==> src/msc_defines.svh <==
// Purpose: Offsets, field positions, reset values and counts of the pin control block.
// Assumes: Avalon-MM byte addresses, one 32-bit word per register.
// Notes: Definitions only.
`ifndef MSC_DEFINES_SVH
`define MSC_DEFINES_SVH

`define MSC_ADDR_W 8
`define MSC_NUM_PORTS 4
`define MSC_NUM_GPIO 24

`define MSC_OFS_OUT_CTRL 8'h00
`define MSC_OFS_TEST_OVR 8'h04
`define MSC_OFS_SOF_SEL 8'h08
`define MSC_OFS_STRAPS 8'h0c
`define MSC_OFS_IRQ_STAT 8'h10
`define MSC_OFS_IRQ_MASK 8'h14
`define MSC_OFS_GPIO_DIR 8'h18
`define MSC_OFS_GPIO_OD 8'h1c
`define MSC_OFS_GPIO_ALT_LO 8'h20
`define MSC_OFS_GPIO_ALT_HI 8'h24
`define MSC_OFS_GPIO_DOUT 8'h28
`define MSC_OFS_GPIO_DIN 8'h2c

`define MSC_BIT_MDIO_PP 0
`define MSC_BIT_INT_PP 1
`define MSC_BIT_INT_INV 2
`define MSC_OUT_CTRL_RST 3'h0

`define MSC_SOF_FIELD_W 4
`define MSC_SOF_SEL_RST 16'h0000
`define MSC_BIT_STRAP_VALID 8
`define MSC_BIT_IRQ_STRAP 4
`define MSC_IRQ_W 5
`define MSC_ALT_LO_PINS 16

`define MSC_ALT_GPIO 2'h0
`define MSC_ALT_FUNC_A 2'h1
`define MSC_ALT_FUNC_B 2'h2
`define MSC_ALT_FUNC_C 2'h3

`define MSC_SYNC_W 34

`endif

==> src/msc_pkg.sv <==
// Purpose: Types shared by the pin control block.
// Assumes: Constants come from msc_defines.svh.
// Notes: None.
package msc_pkg;

    typedef struct packed {
        logic int_inv;
        logic int_pp;
        logic mdio_pp;
    } msc_out_ctrl_t;

    typedef struct packed {
        logic en;
        logic tx;
        logic [1:0] port;
    } msc_sof_sel_t;

    typedef struct packed {
        logic [23:0] gpio;
        logic mdio;
        logic [3:0] lamp_b;
        logic [3:0] lamp_a;
        logic chip_rst_n;
    } msc_pins_t;

    typedef struct packed {
        logic valid;
        logic [3:0] lamp_b;
        logic [3:0] lamp_a;
    } msc_straps_t;

endpackage

==> src/msc_pin_ctrl.sv <==
// Purpose: Pad control for management data, interrupt, frame-start, lamp and GPIO pins.
// Assumes: Pad inputs are asynchronous; event and source inputs share clk_sys_in.
// Notes: Output enables are active low; every output comes from a flip-flop.
`include "msc_defines.svh"

// How it works
// - Management pad style from buffer bit, overrides.
// - Interrupt pad push-pull or open-drain, open-drain default.
// - Interrupt polarity invert bit, active low default.
// - Chip reset active low; straps sampled at release.
// - Lamp active level from its latched strap.
// - Frame-start pulse per indicator for ports 3-0.
// - Select register picks port, direction; else shared.
// - Twenty-four GPIOs with buffer and alternate selection.
module msc_pin_ctrl (
    // Clock and reset.
    input wire logic clk_sys_in,
    input wire logic sys_rst_in,
    // Avalon-MM slave.
    input wire logic [7:0] avs_address_in,
    input wire logic avs_read_in,
    input wire logic avs_write_in,
    input wire logic [31:0] avs_writedata_in,
    input wire logic [3:0] avs_byteenable_in,
    output logic [31:0] avs_readdata_out,
    output logic avs_waitrequest_out,
    output logic irq_out,
    // Chip reset pin, active low.
    input wire logic chip_rst_n_in,
    // Management data pad and its core side.
    input wire logic mdio_core_data_in,
    input wire logic mdio_core_drive_in,
    input wire logic mdio_in,
    output logic mdio_out,
    output logic mdio_oe_n_out,
    output logic mdio_rx_out,
    // Interrupt pad and the core's pending sources.
    input wire logic [3:0] int_src_in,
    output logic int_pad_out,
    output logic int_pad_oe_n_out,
    // Frame-start events and indicator pins.
    input wire logic [3:0] sof_rx_in,
    input wire logic [3:0] sof_tx_in,
    input wire logic [3:0] sof_shared_in,
    output logic [3:0] sof_out,
    // Lamp pads and their on requests.
    input wire logic [3:0] lamp_a_on_in,
    input wire logic [3:0] lamp_b_on_in,
    input wire logic [3:0] lamp_a_port_in,
    input wire logic [3:0] lamp_b_port_in,
    output logic [3:0] lamp_a_port_out,
    output logic [3:0] lamp_b_port_out,
    output logic [3:0] lamp_a_oe_n_out,
    output logic [3:0] lamp_b_oe_n_out,
    // General-purpose pads and alternate sources.
    input wire logic [23:0] gpio_in,
    input wire logic [23:0] gpio_alt_a_in,
    input wire logic [23:0] gpio_alt_b_in,
    input wire logic [23:0] gpio_alt_c_in,
    output logic [23:0] gpio_out,
    output logic [23:0] gpio_oe_n_out
);

    function automatic logic [31:0] be_merge(input logic [31:0] old_v,
                                             input logic [31:0] new_v,
                                             input logic [3:0] be);
        logic [31:0] r;
        r = old_v;
        for (int i = 0; i < 4; i++) begin
            if (be[i]) begin
                r[i*8 +: 8] = new_v[i*8 +: 8];
            end
        end
        return r;
    endfunction

    function automatic logic sof_pick(input msc_pkg::msc_sof_sel_t sel,
                                      input logic [3:0] rx,
                                      input logic [3:0] tx);
        return sel.tx ? tx[sel.port] : rx[sel.port];
    endfunction

    msc_pkg::msc_pins_t pins_raw;
    msc_pkg::msc_pins_t pins_s;
    msc_pkg::msc_out_ctrl_t out_ctrl_q;
    msc_pkg::msc_sof_sel_t [3:0] sof_sel_q;
    msc_pkg::msc_straps_t straps_q;
    logic [3:0] test_ovr_q;
    logic [`MSC_IRQ_W-1:0] irq_stat_q;
    logic [`MSC_IRQ_W-1:0] irq_stat_d;
    logic [`MSC_IRQ_W-1:0] irq_mask_q;
    logic [`MSC_IRQ_W-1:0] irq_set;
    logic [23:0] gpio_dir_q;
    logic [23:0] gpio_od_q;
    logic [47:0] gpio_alt_q;
    logic [23:0] gpio_dout_q;
    logic chip_rst_n_d1_q;
    logic strap_edge;
    logic bus_req;
    logic bus_ack;
    logic [31:0] rd_mux;
    logic [31:0] wr_old;
    logic [31:0] wr_new;
    logic int_pending;
    logic int_level;
    logic [3:0] sof_hit;
    logic [23:0] gpio_val;

    // All pad inputs pass two flops before use.
    assign pins_raw = {gpio_in, mdio_in, lamp_b_port_in, lamp_a_port_in, chip_rst_n_in};

    msc_sync #(
        .W(`MSC_SYNC_W)
    ) u_sync (
        .clk_sys_in(clk_sys_in),
        .sys_rst_in(sys_rst_in),
        .async_in(pins_raw),
        .sync_out(pins_s)
    );

    // Bus handshake: one wait cycle, then acknowledge for one cycle.
    assign bus_req = avs_read_in | avs_write_in;
    assign bus_ack = bus_req & ~avs_waitrequest_out;

    always_ff @(posedge clk_sys_in) begin
        if (sys_rst_in) begin
            avs_waitrequest_out <= 1'b1;
        end else if (bus_req && avs_waitrequest_out) begin
            avs_waitrequest_out <= 1'b0;
        end else begin
            avs_waitrequest_out <= 1'b1;
        end
    end

    always_comb begin
        rd_mux = 32'h0000_0000;
        case (avs_address_in)
            `MSC_OFS_OUT_CTRL: rd_mux = {29'h0, out_ctrl_q};
            `MSC_OFS_TEST_OVR: rd_mux = {28'h0, test_ovr_q};
            `MSC_OFS_SOF_SEL: rd_mux = {16'h0, sof_sel_q};
            `MSC_OFS_STRAPS: rd_mux = {23'h0, straps_q};
            `MSC_OFS_IRQ_STAT: rd_mux = {27'h0, irq_stat_q};
            `MSC_OFS_IRQ_MASK: rd_mux = {27'h0, irq_mask_q};
            `MSC_OFS_GPIO_DIR: rd_mux = {8'h0, gpio_dir_q};
            `MSC_OFS_GPIO_OD: rd_mux = {8'h0, gpio_od_q};
            `MSC_OFS_GPIO_ALT_LO: rd_mux = gpio_alt_q[31:0];
            `MSC_OFS_GPIO_ALT_HI: rd_mux = {16'h0, gpio_alt_q[47:32]};
            `MSC_OFS_GPIO_DOUT: rd_mux = {8'h0, gpio_dout_q};
            `MSC_OFS_GPIO_DIN: rd_mux = {8'h0, pins_s.gpio};
            default: rd_mux = 32'h0000_0000;
        endcase
    end

    always_ff @(posedge clk_sys_in) begin
        if (sys_rst_in) begin
            avs_readdata_out <= 32'h0000_0000;
        end else if (avs_read_in && avs_waitrequest_out) begin
            avs_readdata_out <= rd_mux;
        end
    end

    // Writes land at the acknowledge edge, merged per byte lane.
    assign wr_old = rd_mux;
    assign wr_new = be_merge(wr_old, avs_writedata_in, avs_byteenable_in);

    always_ff @(posedge clk_sys_in) begin
        if (sys_rst_in) begin
            out_ctrl_q <= `MSC_OUT_CTRL_RST;
            test_ovr_q <= 4'h0;
            irq_mask_q <= '0;
        end else if (bus_ack && avs_write_in) begin
            case (avs_address_in)
                `MSC_OFS_OUT_CTRL: out_ctrl_q <= wr_new[2:0];
                `MSC_OFS_TEST_OVR: test_ovr_q <= wr_new[3:0];
                `MSC_OFS_IRQ_MASK: irq_mask_q <= wr_new[`MSC_IRQ_W-1:0];
                default: ;
            endcase
        end
    end

    always_ff @(posedge clk_sys_in) begin
        if (sys_rst_in) begin
            sof_sel_q <= `MSC_SOF_SEL_RST;
        end else if (bus_ack && avs_write_in && avs_address_in == `MSC_OFS_SOF_SEL) begin
            sof_sel_q <= wr_new[15:0];
        end
    end

    always_ff @(posedge clk_sys_in) begin
        if (sys_rst_in) begin
            gpio_dir_q <= 24'h00_0000;
            gpio_od_q <= 24'h00_0000;
            gpio_alt_q <= 48'h0000_0000_0000;
            gpio_dout_q <= 24'h00_0000;
        end else if (bus_ack && avs_write_in) begin
            case (avs_address_in)
                `MSC_OFS_GPIO_DIR: gpio_dir_q <= wr_new[23:0];
                `MSC_OFS_GPIO_OD: gpio_od_q <= wr_new[23:0];
                `MSC_OFS_GPIO_ALT_LO: gpio_alt_q[31:0] <= wr_new;
                `MSC_OFS_GPIO_ALT_HI: gpio_alt_q[47:32] <= wr_new[15:0];
                `MSC_OFS_GPIO_DOUT: gpio_dout_q <= wr_new[23:0];
                default: ;
            endcase
        end
    end

    // Chip reset release and strap capture.
    assign strap_edge = pins_s.chip_rst_n & ~chip_rst_n_d1_q;

    always_ff @(posedge clk_sys_in) begin
        if (sys_rst_in) begin
            chip_rst_n_d1_q <= 1'b0;
        end else begin
            chip_rst_n_d1_q <= pins_s.chip_rst_n;
        end
    end

    always_ff @(posedge clk_sys_in) begin
        if (sys_rst_in) begin
            straps_q <= '0;
        end else if (!pins_s.chip_rst_n) begin
            straps_q.valid <= 1'b0;
        end else if (strap_edge) begin
            straps_q.lamp_a <= pins_s.lamp_a;
            straps_q.lamp_b <= pins_s.lamp_b;
            straps_q.valid <= 1'b1;
        end
    end
    // Outside the release edge the strap values are left alone.

    // Sticky events; a read of the status register clears them, a new event wins.
    always_comb begin
        for (int i = 0; i < 4; i++) begin
            sof_hit[i] = sof_sel_q[i].en & sof_pick(sof_sel_q[i], sof_rx_in, sof_tx_in);
        end
    end

    assign irq_set = {strap_edge, sof_hit};
    // Only the bits that the read returned are cleared, so a late event is kept.
    assign irq_stat_d = (bus_ack && avs_read_in && avs_address_in == `MSC_OFS_IRQ_STAT)
                        ? ((irq_stat_q & ~avs_readdata_out[`MSC_IRQ_W-1:0]) | irq_set)
                        : (irq_stat_q | irq_set);

    always_ff @(posedge clk_sys_in) begin
        if (sys_rst_in) begin
            irq_stat_q <= '0;
            irq_out <= 1'b0;
        end else begin
            irq_stat_q <= irq_stat_d;
            irq_out <= |(irq_stat_d & irq_mask_q);
        end
    end

    // Frame-start indicators.
    always_ff @(posedge clk_sys_in) begin
        if (sys_rst_in) begin
            sof_out <= 4'h0;
        end else begin
            for (int i = 0; i < 4; i++) begin
                sof_out[i] <= sof_sel_q[i].en ? sof_hit[i] : sof_shared_in[i];
            end
        end
    end

    // Interrupt pad.
    assign int_pending = |int_src_in | irq_out;
    assign int_level = int_pending ~^ out_ctrl_q.int_inv;

    always_ff @(posedge clk_sys_in) begin
        if (sys_rst_in) begin
            int_pad_out <= 1'b0;
            int_pad_oe_n_out <= 1'b1;
        end else if (out_ctrl_q.int_pp) begin
            int_pad_out <= int_level;
            int_pad_oe_n_out <= 1'b0;
        end else begin
            int_pad_out <= 1'b0;
            int_pad_oe_n_out <= int_level;
        end
    end

    // Management data pad.
    always_ff @(posedge clk_sys_in) begin
        if (sys_rst_in) begin
            mdio_out <= 1'b0;
            mdio_oe_n_out <= 1'b1;
            mdio_rx_out <= 1'b0;
        end else begin
            mdio_rx_out <= pins_s.mdio;
            if (out_ctrl_q.mdio_pp && test_ovr_q == 4'h0) begin
                mdio_out <= mdio_core_data_in;
                mdio_oe_n_out <= ~mdio_core_drive_in;
            end else begin
                mdio_out <= 1'b0;
                mdio_oe_n_out <= ~(mdio_core_drive_in & ~mdio_core_data_in);
            end
        end
    end

    // Lamp pads: released while chip reset holds so straps can be read.
    always_ff @(posedge clk_sys_in) begin
        if (sys_rst_in) begin
            lamp_a_port_out <= 4'h0;
            lamp_b_port_out <= 4'h0;
            lamp_a_oe_n_out <= 4'hf;
            lamp_b_oe_n_out <= 4'hf;
        end else begin
            lamp_a_port_out <= lamp_a_on_in ^ straps_q.lamp_a;
            lamp_b_port_out <= lamp_b_on_in ^ straps_q.lamp_b;
            lamp_a_oe_n_out <= {4{~straps_q.valid}};
            lamp_b_oe_n_out <= {4{~straps_q.valid}};
        end
    end

    // General-purpose pad values by alternate selection.
    always_comb begin
        for (int i = 0; i < `MSC_NUM_GPIO; i++) begin
            case (gpio_alt_q[i*2 +: 2])
                `MSC_ALT_GPIO: gpio_val[i] = gpio_dout_q[i];
                `MSC_ALT_FUNC_A: gpio_val[i] = gpio_alt_a_in[i];
                `MSC_ALT_FUNC_B: gpio_val[i] = gpio_alt_b_in[i];
                `MSC_ALT_FUNC_C: gpio_val[i] = gpio_alt_c_in[i];
                default: gpio_val[i] = gpio_dout_q[i];
            endcase
        end
    end

    // General-purpose pads.
    always_ff @(posedge clk_sys_in) begin
        if (sys_rst_in) begin
            gpio_out <= 24'h00_0000;
            gpio_oe_n_out <= 24'hff_ffff;
        end else begin
            for (int i = 0; i < `MSC_NUM_GPIO; i++) begin
                if (gpio_od_q[i]) begin
                    gpio_out[i] <= 1'b0;
                    gpio_oe_n_out[i] <= ~(gpio_dir_q[i] & ~gpio_val[i]);
                end else begin
                    gpio_out[i] <= gpio_val[i];
                    gpio_oe_n_out[i] <= ~gpio_dir_q[i];
                end
            end
        end
    end

endmodule

==> src/msc_sync.sv <==
// Purpose: Two-flop synchroniser for pad inputs.
// Assumes: Inputs are asynchronous to clk_sys_in.
// Notes: The first stage feeds only the second.
module msc_sync #(
    parameter int W = 1
) (
    // Clock and reset.
    input wire logic clk_sys_in,
    input wire logic sys_rst_in,
    // Data.
    input wire logic [W-1:0] async_in,
    output logic [W-1:0] sync_out
);

    logic [W-1:0] meta_q;

    always_ff @(posedge clk_sys_in) begin
        if (sys_rst_in) begin
            meta_q <= '0;
            sync_out <= '0;
        end else begin
            meta_q <= async_in;
            sync_out <= meta_q;
        end
    end

endmodule

==> config.mk <==
export PLATFORM = sky130hd
export DESIGN_NAME = msc_pin_ctrl
export DESIGN_NICKNAME = d
export VERILOG_FILES = /design/src/msc_pkg.sv /design/src/msc_pin_ctrl.sv /design/src/msc_sync.sv
export VERILOG_INCLUDE_DIRS = /design/src
export SDC_FILE = /design/constraint.sdc
export NUM_CORES = 1
export LEC_CHECK = 0
export BUFFER_PORTS_ARGS = -buffer_cell sky130_fd_sc_hd__clkbuf_2
export CAP_MARGIN = 20
export CORE_UTILIZATION = 39
export DETAILED_ROUTE_END_ITERATION = 16
export GPL_TIMING_DRIVEN = 0
export PLACE_DENSITY_LB_ADDON = 0.1
export SLEW_MARGIN = 10
export SYNTH_ARGS = -nofsm -noshare
export SYNTH_HDL_FRONTEND = slang
export SYNTH_SLANG_ARGS = --single-unit
==> constraint.sdc <==
create_clock -name clk_sys_in -period 2.5 [get_ports clk_sys_in]
set_clock_uncertainty 0.1 [all_clocks]
set_input_delay 0.375 -clock clk_sys_in [delete_from_list [all_inputs] [get_ports clk_sys_in]]
set_output_delay 0.375 -clock clk_sys_in [all_outputs]
set_load 0.02 [all_outputs]
==> out/qor.yml <==
arrival_ns: 2.82
worst_pin_slew_ns: 1.20
seq_power_share_pct: 45.6
cts_buffers: 37
max_freq_mhz: 394
yosysWarnings: 0
clock_latency_ns: 0.53
swShare_pct: 24.2
vias: 13100
setup_ws_ns: -0.0392
drive_above_1_share_pct: 24.4
synth_cells: 1460
vdd_drop_max_mv: 0.401
ys.flop_type: "dfxtp_1"
combPwrFrac_pct: 8.1
endpoint: "gpio_od_q[22]"
finish.utilization_pct: 50.6
wl_per_cell_um: 25.4
drtIter0Drc: 1298
ys_ff_latch: 331
syn_avg_cell_area_um2: 9.32
synth.distinct_cells: 66
crit_type: "input port to flop"
grt_pass1_vias: 12301
power_mw: 11.9
rsz0062_at_grt: "true"
slew_viol_final: 0
hold_viol: 0
root_buffer: "clkbuf_16"
relSlewSlack_pct: 19.7
route.detailed.drc: 2
worstReg2RegEnd: "gpio_dir_q[6]"
holdCritPathClass: "input port to flop"
dieArea_um2: 35700
grt_max_degree: 14
first_pass_iters: 11
crit_start: "avs_address_in[2]"
timing.rr.start: "avs_waitrequest_out"
pwr-share-clk_pct: 46.4
outcome: "finished, violations left"
final_cells: 2317
failed_checks: "DRC, setup timing"
overflow: 0
io_buffers: 277
start_util_pct: 39.5
r2r_cells: 6
die-height_um: 189
antenna_found_initial: 5
finalWirelength_mm: 58.9
dpl.hpwl_mm: 45.0
period_needed_ns: 2.54
core_area_um2: 34500
finalSetupViolCount: 5
synthArstFlopShare_pct: 0
startpoint_type: "input port"
dp_cells: 2194
p_per_area_nw_per_um2: 682
cell_internal_pwr_mw: 9.02
io_pins: 287
h-tree-depth: 2
maxCapViolCount: 0
cts_tree: "done"
synth_area_um2: 13600
vias_per_cell: 5.65
gr-usage-all-layers_pct: 32.6
synth_nets: 1640
cts.sinks: 331
r2r_setup_slack_ns: 0.07
ys_seq_area_share_pct: 48.7
grt_pass1_wl_mm: 84.0
crit_path_max_fanout: 10
drtAntennaViolNets: 0
synth_edf_count: 0
clk_pin_slew_ns: 0.06
nets: 2011
switchingPower_mw: 2.88
cp-end-kind: "flop"
p_leak_nw: 6.68
critPathRequiredTime_ns: 2.78
clockBufferDepth: 3
fin_crit_sh_pct: 102
gp_congestion: 0.962
die_w_um: 189
placementRows: 68
syn2layout_area_growth_pct: 28.1
## cell families after synthesis
logic type | after synthesis | synth area share, %
DFF | 331 | 48.7
and+or+nand+nor | 595 | 22.5
xor gates and xnor gates | 9 | 0.579
buffers and inverters | 151 | 4.71
muxes | 85 | 9.22
AOI/OAI and AO/OA | 289 | 14.3
## Yosys cell counts (12+ instances only)
| master | count | area, µm² |
|---|---|---|
| nor3_1 | 32 | 160 |
| mux2i_1 | 41 | 410 |
| nor3b_1 | 27 | 203 |
| nand3_1 | 119 | 596 |
| buf_2 | 30 | 150 |
| o22ai_1 | 24 | 150 |
| a211oi_1 | 12 | 90.1 |
| o21ai_0 | 78 | 390 |
| mux4_2 | 31 | 698 |
| nor2b_1 | 82 | 513 |
| mux2_2 | 13 | 146 |
| clkbuf_1 | 62 | 233 |
| nand2_1 | 166 | 623 |
| o21bai_1 | 16 | 120 |
| nor2_1 | 75 | 282 |
| and3_1 | 32 | 200 |
| dfxtp_1 | 331 | 6630 |
| inv_1 | 37 | 139 |
| nand2b_1 | 12 | 75.1 |
| a21oi_1 | 36 | 180 |
| buf_1 | 13 | 48.8 |
| o32ai_1 | 26 | 228 |
| a22oi_1 | 33 | 248 |
## worst max-delay path, stage by stage
cell and delay, ns:
buf_2 0.23, nor4bb_1 0.29, clkbuf_1 0.72, and3_1 0.36, clkbuf_1 0.64, o22ai_1 0.19
## cell type report
type / count / area (µm²)
flip-flops and latches: 331 / 6630
well taps: 455 / 569
multi-input cells: 978 / 6430
clock inverters: 11 / 114
repair buffers: 332 / 1920
plain buffers: 114 / 514
fillers: 3339 / 17000
diodes: 3 / 7.51
inverters: 37 / 139
clock buffers: 56 / 1120
## repair_timing
| item | 4_1_cts | 5_1_grt |
|---|---|---|
| endpoints found under the hold margin | 48 | 0 |
| hold buffers | 50 | 0 |
| resized for setup | 9 | 19 |
| endpoints found under the setup margin | 64 | 58 |
| setup buffers | 0 | 3 |
## power by group through the flow
stage          registers, mW  logic, mW  clock network, mW
2_1_floorplan           5.56      0.383                  0
5_1_grt                 5.42       1.01               5.80
4_1_cts                 5.42      0.935               5.58
3_5_place_dp            5.54      0.864                  0
6_report                5.42      0.960               5.52
3_3_place_gp            5.53      0.862                  0
## cells in the final DEF, fill, tap and decap left out, types with 41 or more instances in the layout
cell	count
dlygate4sd3_1	50
dfxtp_1	331
mux2i_1	41
o21ai_0	77
nand3_1	119
nand2_1	166
nor2_1	75
nor2b_1	80
clkbuf_1	64
clkbuf_2	284
## stage by stage
step                      instance area [µm²]  setup slack [ns]  hold slack, ns  setup TNS [ns]
after detailed placement                15600            -0.953           0.301          -94.40
after CTS                               17400            0.0204        0.000699               0
after global routing                    17400           -0.0154          0.0217         -0.0211
after global placement                  15600            -0.936           0.302          -97.43
after floorplan                         13600             0.297           0.268               0
final                                   17400           -0.0392         0.00733         -0.0544
## flip-flops by register name, indices dropped and copies added (netlist names), 3 cells and up
| signal | flops |
|---|---|
| out_ctrl_q | 3 |
| sof_sel_q | 16 |
| lamp_a_port_out | 4 |
| gpio_out | 24 |
| u_sync.sync_out | 34 |
| gpio_oe_n_out | 24 |
| gpio_od_q | 24 |
| irq_mask_q | 5 |
| avs_readdata_out | 32 |
| gpio_alt_q | 48 |
| u_sync.meta_q | 34 |
| gpio_dir_q | 24 |
| test_ovr_q | 4 |
| irq_stat_q | 5 |
| sof_out | 4 |
| straps_q | 9 |
| gpio_dout_q | 24 |
| lamp_b_port_out | 4 |
## metal layers
layer	wire length, µm	part of all wire, %	vias to the layer above	track usage (%)
met5	12	0.020	-	0
met4	2440	4.1	2	13.2
met3	5450	9.2	132	7.38
met2	26000	44	695	49.8
met1	25100	43	6300	44.5
li1	-	-	5971	-
## how the worst min path moves through the flow
| stage | from | end | slack [ns] | depth (start not counted) |
|---|---|---|---|---|
| 5_1_grt | avs_writedata_in[24] | gpio_alt_q[24] | 0.02 | 3 |
| 4_1_cts | sof_shared_in[2] | sof_out[2] | 0.0007 | 3 |
| 3_3_place_gp | gpio_dir_q[18] | gpio_oe_n_out[18] | 0.30 | 1 |
| 2_1_floorplan | straps_q[8] | lamp_b_oe_n_out[0] | 0.27 | 1 |
| 3_5_place_dp | gpio_dir_q[18] | gpio_oe_n_out[18] | 0.30 | 1 |
| 6_report | lamp_a_on_in[2] | lamp_a_port_out[2] | 0.007 | 3 |
No activity file was read; power rests on OpenSTA's default activity.
